==> src/core/disk_irq_pkg.sv <==
package disk_irq_pkg;

  // ==========================================================
  // register byte offsets
  localparam logic [7:0] OFS_CONTROL   = 8'h00;
  localparam logic [7:0] OFS_STATUS    = 8'h04;
  localparam logic [7:0] OFS_ERROR     = 8'h08;
  localparam logic [7:0] OFS_INTERLOCK = 8'h0c;
  localparam logic [7:0] OFS_DRIVE     = 8'h10;

  // ==========================================================
  // control register fields
  localparam int CTL_IRQ_ENABLE  = 0;
  localparam int CTL_HDR_ENABLE  = 1;
  localparam int CTL_INTERLOCK   = 2;
  localparam int CTL_SOFT_RESET  = 3;
  localparam int CTL_TRACKING    = 4;
  localparam int CTL_REMOTE_EN   = 5;
  localparam int CTL_DUAL_CHAN   = 6;
  localparam int CTL_EXT_DMA     = 7;
  localparam int CTL_APPEND_CHK  = 8;
  localparam int CTL_WIDTH       = 9;
  localparam logic [CTL_WIDTH-1:0] CTL_RESET = 9'h100;

  // ==========================================================
  // status register fields
  localparam int STS_NEXT_CMD    = 0;
  localparam int STS_HEADER_DONE = 1;
  localparam int STS_ERROR_SEEN  = 2;
  localparam int STS_CORR_DONE   = 3;
  localparam int STS_WIDTH       = 4;

  // ==========================================================
  // error register fields
  localparam int ERR_DATA_CHECK  = 0;
  localparam int ERR_SECTOR_MISS = 1;
  localparam int ERR_OVERRUN     = 2;
  localparam int ERR_NO_SYNC     = 3;
  localparam int ERR_FIFO_LOSS   = 4;
  localparam int ERR_CORR_FAIL   = 5;
  localparam int ERR_LATE_ILOCK  = 6;
  localparam int ERR_PARTIAL_HDR = 7;
  localparam int ERR_WIDTH       = 8;

  // ==========================================================
  // drive command register
  localparam int DRV_CMD_ENABLE  = 0;

endpackage : disk_irq_pkg

==> src/core/disk_ctrl_interrupt_logic.sv <==
// What this block does
// - interrupt only while irq_enable set
// - operation done raises operation-complete interrupt
// - tracking read: interrupt at remote transfer end
// - non-tracking local-only read: interrupt at local end
// - non-tracking remote enabled: interrupt at remote end
// - multi-sector: interrupt only after last sector, except non-tracking remote end
// - write: interrupt on last postamble byte out
// - header-check: interrupt on first postamble byte in
// - local-only read: interrupt with last write strobe
// - dual/external DMA: interrupt with last read strobe
// - header interrupt each sector when enabled
// - header interrupt with next_command_flag set
// - header interrupt at first ID postamble byte
// - any error bit sets error_seen_flag, interrupts
// - correction end interrupts; failure only sets flag
// - status shows operation, header, error flags
// - error register holds eight error flags
// - status read forces interrupt inactive high
// - event during status read fires afterwards
// - soft or pin reset clears; drive enable no
// - append off writes data without check bytes
// - external check error treated as internal
// - late interlock sets error and terminates
`timescale 1ns/1ps
module disk_ctrl_interrupt_logic (
  // apb
  input  wire logic        pclk,
  input  wire logic        presetn,
  input  wire logic        psel,
  input  wire logic        penable,
  input  wire logic        pwrite,
  input  wire logic [7:0]  paddr,
  input  wire logic [31:0] pwdata,
  output logic             pready,
  output logic [31:0]      prdata,
  output logic             pslverr,
  // sequencer events, one-cycle pulses on pclk except the op type, last_sector and corr_uncorrectable levels
  input  wire logic        op_is_read,
  input  wire logic        op_is_write,
  input  wire logic        op_is_hdr_check,
  input  wire logic        last_sector,
  input  wire logic        write_post_last_out,
  input  wire logic        check_post_first_in,
  input  wire logic        local_xfer_done,
  input  wire logic        remote_xfer_done,
  input  wire logic        last_wr_strobe,
  input  wire logic        last_rd_strobe,
  input  wire logic        id_post_first_byte,
  input  wire logic        sector_data_end,
  input  wire logic        corr_cycle_done,
  input  wire logic        corr_uncorrectable,
  input  wire logic        int_check_err,
  input  wire logic        ext_check_err,
  input  wire logic [7:0]  err_set,
  // data path control
  output logic             append_check,
  output logic             op_terminate,
  // interrupt pin
  output logic             irq_n
);

  // ==========================================================
  // bus decode
  logic acc;
  logic wr;
  logic rd_status;
  logic rd_error;
  assign acc       = psel && penable;
  assign wr        = acc && pwrite;
  assign rd_status = acc && !pwrite && paddr == disk_irq_pkg::OFS_STATUS;
  assign rd_error  = acc && !pwrite && paddr == disk_irq_pkg::OFS_ERROR;

  function automatic logic hit(input logic [7:0] a, input logic [7:0] ofs);
    hit = a == ofs;
  endfunction : hit

  function automatic logic mapped(input logic [7:0] a);
    mapped = hit(a, disk_irq_pkg::OFS_CONTROL) || hit(a, disk_irq_pkg::OFS_STATUS) || hit(a, disk_irq_pkg::OFS_ERROR)
             || hit(a, disk_irq_pkg::OFS_INTERLOCK) || hit(a, disk_irq_pkg::OFS_DRIVE);
  endfunction : mapped

  // ==========================================================
  // state
  logic [disk_irq_pkg::CTL_WIDTH-1:0] ctl_reg, ctl_next;
  logic [disk_irq_pkg::STS_WIDTH-1:0] sts_reg, sts_next;
  logic [disk_irq_pkg::ERR_WIDTH-1:0] err_reg, err_next;
  logic                               drv_reg, drv_next;
  logic                               ilock_reg, ilock_next;
  logic                               pend_reg, pend_next;
  logic                               irq_n_reg, irq_n_next;
  logic                               term_reg, term_next;
  logic [31:0]                        rdata_reg, rdata_next;
  logic                               ready_reg, ready_next;
  logic                               slverr_reg, slverr_next;

  // ==========================================================
  // event sources
  logic soft_rst;
  logic op_done;
  logic hdr_done;
  logic late_il;
  logic [7:0] err_new;
  logic err_event;
  logic any_event;
  logic local_only;
  logic unreported;

  assign soft_rst   = ctl_reg[disk_irq_pkg::CTL_SOFT_RESET];
  assign unreported = |(sts_reg & ~rdata_reg[disk_irq_pkg::STS_WIDTH-1:0]);
  assign local_only = !ctl_reg[disk_irq_pkg::CTL_DUAL_CHAN] && !ctl_reg[disk_irq_pkg::CTL_EXT_DMA];

  always_comb begin
    op_done = 1'b0;
    if (last_sector) begin
      if (op_is_write && write_post_last_out) begin
        op_done = 1'b1;
      end
      if (op_is_hdr_check && check_post_first_in) begin
        op_done = 1'b1;
      end
      if (op_is_read) begin
        if (ctl_reg[disk_irq_pkg::CTL_TRACKING]) begin
          op_done = remote_xfer_done;
        end else if (local_only) begin
          op_done = local_xfer_done && last_wr_strobe;
        end else begin
          op_done = last_rd_strobe;
        end
      end
    end
    if (!ctl_reg[disk_irq_pkg::CTL_TRACKING] && ctl_reg[disk_irq_pkg::CTL_REMOTE_EN] && remote_xfer_done) begin
      op_done = 1'b1;
    end
  end

  assign hdr_done  = id_post_first_byte && ctl_reg[disk_irq_pkg::CTL_HDR_ENABLE];
  assign late_il   = ctl_reg[disk_irq_pkg::CTL_INTERLOCK] && sector_data_end && !ilock_reg;

  always_comb begin
    err_new = err_set;
    if (int_check_err || ext_check_err) begin
      err_new[disk_irq_pkg::ERR_DATA_CHECK] = 1'b1;
    end
    if (corr_cycle_done && corr_uncorrectable) begin
      err_new[disk_irq_pkg::ERR_CORR_FAIL] = 1'b1;
    end
    if (late_il) begin
      err_new[disk_irq_pkg::ERR_LATE_ILOCK] = 1'b1;
    end
  end

  assign err_event = |err_new;
  assign any_event = op_done || hdr_done || err_event || corr_cycle_done;

  // ==========================================================
  // bus answer: one wait-free access phase
  always_comb begin
    ready_next  = 1'b0;
    slverr_next = 1'b0;
    rdata_next  = rdata_reg;
    if (psel && !penable) begin
      ready_next  = 1'b1;
      slverr_next = !mapped(paddr);
      rdata_next  = 32'h0000_0000;
      if (hit(paddr, disk_irq_pkg::OFS_CONTROL)) begin
        rdata_next = {23'h000000, ctl_reg};
      end
      if (hit(paddr, disk_irq_pkg::OFS_STATUS)) begin
        rdata_next = {28'h0000000, sts_reg};
      end
      if (hit(paddr, disk_irq_pkg::OFS_ERROR)) begin
        rdata_next = {24'h000000, err_reg};
      end
      if (hit(paddr, disk_irq_pkg::OFS_DRIVE)) begin
        rdata_next = {31'h00000000, drv_reg};
      end
    end
  end

  always_ff @(posedge pclk or negedge presetn) begin
    if (!presetn) begin
      ready_reg  <= 1'b0;
      slverr_reg <= 1'b0;
      rdata_reg  <= 32'h0000_0000;
    end else begin
      ready_reg  <= ready_next;
      slverr_reg <= slverr_next;
      rdata_reg  <= rdata_next;
    end
  end

  // ==========================================================
  // control register, soft reset bit clears itself
  always_comb begin
    ctl_next = ctl_reg;
    if (soft_rst) begin
      ctl_next[disk_irq_pkg::CTL_SOFT_RESET] = 1'b0;
    end
    if (wr && hit(paddr, disk_irq_pkg::OFS_CONTROL)) begin
      ctl_next = pwdata[disk_irq_pkg::CTL_WIDTH-1:0];
    end
  end

  always_ff @(posedge pclk or negedge presetn) begin
    if (!presetn) begin
      ctl_reg <= disk_irq_pkg::CTL_RESET;
    end else begin
      ctl_reg <= ctl_next;
    end
  end

  // ==========================================================
  // drive command enable, no effect on the pin
  always_comb begin
    drv_next = drv_reg;
    if (wr && hit(paddr, disk_irq_pkg::OFS_DRIVE)) begin
      drv_next = pwdata[disk_irq_pkg::DRV_CMD_ENABLE];
    end
  end

  always_ff @(posedge pclk or negedge presetn) begin
    if (!presetn) begin
      drv_reg <= 1'b0;
    end else begin
      drv_reg <= drv_next;
    end
  end

  // ==========================================================
  // status flags, a read clears only what it showed
  always_comb begin
    sts_next = sts_reg;
    if (rd_status) begin
      sts_next = sts_reg & ~rdata_reg[disk_irq_pkg::STS_WIDTH-1:0];
    end
    // hardware sets win over the read clear
    if (op_done || hdr_done) begin
      sts_next[disk_irq_pkg::STS_NEXT_CMD] = 1'b1;
    end
    if (hdr_done) begin
      sts_next[disk_irq_pkg::STS_HEADER_DONE] = 1'b1;
    end
    if (err_event) begin
      sts_next[disk_irq_pkg::STS_ERROR_SEEN] = 1'b1;
    end
    if (corr_cycle_done) begin
      sts_next[disk_irq_pkg::STS_CORR_DONE] = 1'b1;
    end
    if (soft_rst) begin
      sts_next = '0;
    end
  end

  always_ff @(posedge pclk or negedge presetn) begin
    if (!presetn) begin
      sts_reg <= '0;
    end else begin
      sts_reg <= sts_next;
    end
  end

  // ==========================================================
  // error flags, a read clears only what it showed
  always_comb begin
    err_next = err_reg;
    if (rd_error) begin
      err_next = err_reg & ~rdata_reg[disk_irq_pkg::ERR_WIDTH-1:0];
    end
    // hardware sets win over the read clear
    err_next = err_next | err_new;
    if (soft_rst) begin
      err_next = '0;
    end
  end

  always_ff @(posedge pclk or negedge presetn) begin
    if (!presetn) begin
      err_reg <= '0;
    end else begin
      err_reg <= err_next;
    end
  end

  // ==========================================================
  // interlock armed flag, one sector at a time
  always_comb begin
    ilock_next = ilock_reg;
    if (sector_data_end) begin
      ilock_next = 1'b0;
    end
    if (wr && hit(paddr, disk_irq_pkg::OFS_INTERLOCK)) begin
      ilock_next = 1'b1;
    end
  end

  always_ff @(posedge pclk or negedge presetn) begin
    if (!presetn) begin
      ilock_reg <= 1'b0;
    end else begin
      ilock_reg <= ilock_next;
    end
  end

  // ==========================================================
  // terminate pulse on late interlock
  always_comb begin
    term_next = late_il;
  end

  always_ff @(posedge pclk or negedge presetn) begin
    if (!presetn) begin
      term_reg <= 1'b0;
    end else begin
      term_reg <= term_next;
    end
  end

  // ==========================================================
  // pending latch, kept while a source is unreported
  always_comb begin
    pend_next = pend_reg;
    if (rd_status) begin
      pend_next = unreported;
    end
    if (any_event) begin
      pend_next = 1'b1;
    end
    if (soft_rst) begin
      pend_next = 1'b0;
    end
  end

  always_ff @(posedge pclk or negedge presetn) begin
    if (!presetn) begin
      pend_reg <= 1'b0;
    end else begin
      pend_reg <= pend_next;
    end
  end

  // ==========================================================
  // interrupt pin, follows the enable bit one cycle late
  always_comb begin
    if (rd_status) begin
      irq_n_next = 1'b1;
    end else begin
      irq_n_next = !(pend_next && ctl_reg[disk_irq_pkg::CTL_IRQ_ENABLE]);
    end
    if (soft_rst) begin
      irq_n_next = 1'b1;
    end
  end

  always_ff @(posedge pclk or negedge presetn) begin
    if (!presetn) begin
      irq_n_reg <= 1'b1;
    end else begin
      irq_n_reg <= irq_n_next;
    end
  end

  // ==========================================================
  // outputs
  assign irq_n        = irq_n_reg;
  assign op_terminate = term_reg;
  assign append_check = ctl_reg[disk_irq_pkg::CTL_APPEND_CHK];
  assign pready       = ready_reg;
  assign prdata       = rdata_reg;
  assign pslverr      = slverr_reg;

endmodule : disk_ctrl_interrupt_logic

==> config.mk <==
export PLATFORM = sky130hd
export DESIGN_NAME = disk_ctrl_interrupt_logic
export DESIGN_NICKNAME = d
export VERILOG_FILES = /design/src/core/disk_irq_pkg.sv /design/src/core/disk_ctrl_interrupt_logic.sv
export SDC_FILE = /design/constraint.sdc
export NUM_CORES = 1
export LEC_CHECK = 0
export BUFFER_PORTS_ARGS = -buffer_cell sky130_fd_sc_hd__buf_2
export CORE_MARGIN = 5
export CORE_UTILIZATION = 44
export DETAILED_ROUTE_END_ITERATION = 10
export GPL_TIMING_DRIVEN = 0
export PLACE_DENSITY = 0.79
export SETUP_SLACK_MARGIN = 0.15
export SYNTH_ARGS = -nofsm -noshare
export SYNTH_HDL_FRONTEND = slang
export SYNTH_SLANG_ARGS = --single-unit
==> constraint.sdc <==
create_clock -name pclk -period 1.89 [get_ports pclk]
set_clock_uncertainty 0.2 [all_clocks]
set_input_delay 0.378 -clock pclk [delete_from_list [all_inputs] [get_ports pclk]]
set_output_delay 0.378 -clock pclk [all_outputs]
set_load 0.01 [all_outputs]
==> impl_results.md <==
* VDD IR max at about 0.33 mV
* DP HPWL at 3.70 mm
* FP Rows at 24
* GRT met3 Usage at 7.33%
* IO Pins at roughly 110
* DRC at 0
* Unrepaired setup endpoints after global routing: yes
* Mux contribution to synthesized area at 10.2%
* Req. time, crit path at roughly 1.9 ns
* Crit. End Element: flop
* Root buf cell: clkbuf_8
* Net Sw Frac at 24.8%
* Cell Area, Synth at roughly 1900 um2
* Status: finished with violations
* Initial drt markers at 115
* Met2 Resource Use GR at about 28%
* Post-synthesis adder-cell area fraction at 0%
* Simple-gate share of the synthesized area at between 10% and 20%
* Fraction of layout cells with a size suffix above 1 at 44.7%
* First drt pass iteration count at 4
* Die Ht at 76.3 um
* Setup-failing EPs final at 28
* Post-Synth XOR/XNOR Area at 0%
* Core ar. at 4290 um2
* Synth warnings at 0
* Fin worst setup slack at -0.459 ns
* Flop pwr share at 50.9%
* Die ar. at roughly 5800 um2
* Vias per std cell at around 5
* TritonCTS clock tree: built
* Seq cells post-synth at 37
* Fmax at 426 MHz
* Clock network power share at 35.2%
* Global Route Usage Sum at 17.4%
* Fin. Hold Viols at 35
* GRT met1 Usage at 20.0%
* Worst Path Arrival at 2.33 ns
* Max-Cap Viols at 0
* Top Usage Layer GRT: met2
* Clk pin slew, worst setup/hold paths at approximately 0.060 ns
* Combinational group share of total power at 13.9%
* Antenna violations before repair at 0
* Setup WS pre-CTS at -0.843 ns
* Worst setup SP type: input port
* Fin util at 61.7%
* Crit Path Category: in2reg
* Crit path buf inv count at 1
* Global route overflow at 0
* Compound-Gate Fraction of Synth Area at 13.9%
* P_sw at 0.398 mW
* Wire per inst at 15.0 um
* Cell internal pwr at approximately 1.2 mW
* Clock Latency Late Sink at 0.29 ns
* GP Congestion at between 0.9 and 1
* Largest family of logic cells by synthesized area: simple AND/OR/NAND/NOR gates
* Max-slew headroom at 44.9%
* Largest net degree at the start of global routing at 38
* Unique masters post-synth at 37
* Leak pwr at approximately 1.3 nW
* Area growth, synth to finish at 37.0%
* Routed Antenna Nets at 0
* Via count at 1719
* Worst path cell trace: buf_6, or4_4, or3_4, or4b_4, mux2_4, o21a_1
* Layout Nets at ~360
* Worst-Margin Slew at 0.826 ns
* Die X at 76.3 um
* Cells after Synth at 196
* Post-synthesis sequential area ratio at 48.0%
* Max Slew Vio Count at 0
* Vias in the first global route at roughly 1800
* Initial core utilization at a little under half
* Final period utilization at 124%
* WHS at -0.0171 ns
* Cell family with most CP delay: simple AND/OR/NAND/NOR gates
* Drt total wl at between 5 and 6 mm
* Violated checks: hold timing, setup timing
* Final Power at between 1.5 and 2 mW
* IO Port Bufs at 58
* Critical-path top delay cell: or4_4
* Antenna cells at 0
* Worst Hold Class: in2async
* CP Max Fanout at 3
* CTS Buf Count at 5
* Final min period at 2.35 ns
* Largest stage delay, worst path at 0.52 ns
* CTS sink cnt at 37
* P per Cell Area at 605 nW/um2
* Syn Area/Cell at around 9.9 um2
* Max clock buf depth at 2
* First-pass GRT wire length at between 8 and 9 mm
* # H-tree levels at 2
-- worst reg2reg max path, cell delays in order, from the launching register on --
cell and delay, ns:
dfrtp_1 0.41, o21ai_0 0.18, o21ai_0 0.11, o211ai_1 0.29
nand3_1 0.18, o21a_1 0.21
-- placed cells by master (no fill, tap or decap), drive strengths merged --
cell type and count:
o21ai 19, clkbuf 11, nor4bb 1, dfrtp 35, a221oi 1, a22oi 2
or4 2, or4b 1, a31oi 2, a221o 1, nor2b 3, nor2 10
nand2 19, and2 1, o21a 1, and3 2, inv 12, nand2b 1
o41ai 2, dfstp 2, nand3 2, mux2i 8, a21oi 5, or3 3
nor3 8, a311oi 7, o211ai 1, mux2 10, nand4 4, buf 91
o2111ai 1, conb 23
-- Yosys cell counts, drive strengths merged --
master	number	area share, %
nand3	2	0.52
nor2	10	1.9
nand2b	1	0.32
dfstp	2	2.7
o41ai	2	0.91
a221o	1	0.52
a22oi	2	0.78
a21oi	5	1.3
mux2	10	6.0
or4	2	0.97
clkbuf	4	0.78
nand2	19	3.7
nor4bb	1	0.52
dfrtp	35	45
o211ai	1	0.39
inv	12	2.3
o21ai	19	4.9
or4b	1	0.71
buf	25	9.4
nor3	8	2.1
a221oi	1	0.45
and2	1	0.32
o2111ai	1	0.45
or3	3	1.2
nand4	4	1.3
a311oi	7	3.2
and3	2	0.65
a31oi	2	0.65
conb	1	0.19
mux2i	8	4.1
o21a	1	0.39
nor2b	3	0.97
-- kinds of logic after synthesis --
kind of cell	after synthesis
simple gates	57
compound gates	42
buf+inv	41
flops	37
mux	18
other cells	1
-- metrics by stage --
stage / TNS, ns / cell area, um2 / instances
6_report: -8.09 / 2650 / 343
5_1_grt: -9.29 / 2650 / 343
4_1_cts: -8.00 / 2580 / 341
3_5_place_dp: -17.54 / 2390 / 328
3_3_place_gp: -15.94 / 2390 / 328
2_1_floorplan: -9.09 / 2040 / 218
-- layout make-up --
| class | instances | area (um2) |
|---|---|---|
| Clock buffer | 8 | 90.1 |
| Fill cell | 375 | 1650 |
| Multi-Input combinational cell | 140 | 952 |
| Tap cell | 52 | 65.1 |
| Sequential cell | 37 | 928 |
| Timing Repair Buffer | 65 | 357 |
| Inverter | 12 | 45.0 |
| Buffer | 29 | 211 |
-- timing repair --
item,4_1_cts,5_1_grt
cloned,1,0
pin swaps,12,4
hold buffers,0,0
buffers inserted,4,2
resized for setup,25,12
endpoints found under the setup margin,30,33
-- power groups by stage --
| stage | logic, mW | registers, mW | clock network, mW |
|---|---|---|---|
| final | 0.222 | 0.815 | 0.564 |
| after global routing | 0.246 | 0.816 | 0.619 |
| after CTS | 0.214 | 0.814 | 0.577 |
| after detailed placement | 0.207 | 0.828 | 0 |
| after global placement | 0.203 | 0.828 | 0 |
| after floorplan | 0.113 | 0.830 | 0 |
-- worst paths after layout --
path / from / to / slack [ns] / cells after the start
worst min register to register: prdata[8]$_DFFE_PN0P_ / prdata[8]$_DFFE_PN0P_ / 0.28 / 2
worst max-delay path: paddr[5] / pend_reg$_DFF_PN0_ / -0.46 / 6
max in group asynchronous: presetn / prdata[5]$_DFFE_PN0P_ / 0.99 / 1
worst max register to register: ctl_reg[7]$_DFFE_PN0P_ / pend_reg$_DFF_PN0_ / 0.20 / 5
min in group pclk: sector_data_end / ilock_reg$_DFFE_PN0P_ / 0.07 / 2
worst min-delay path: presetn / pslverr$_DFF_PN0_ / -0.02 / 1
-- routing by layer --
layer | part of all wire, % | wire [um]
met3 | 9.2 | 473
met1 | 39 | 2010
met5 | 0 | 0
met2 | 50 | 2550
met4 | 1.9 | 99
Note: power is estimated with default switching activity, not from simulation.
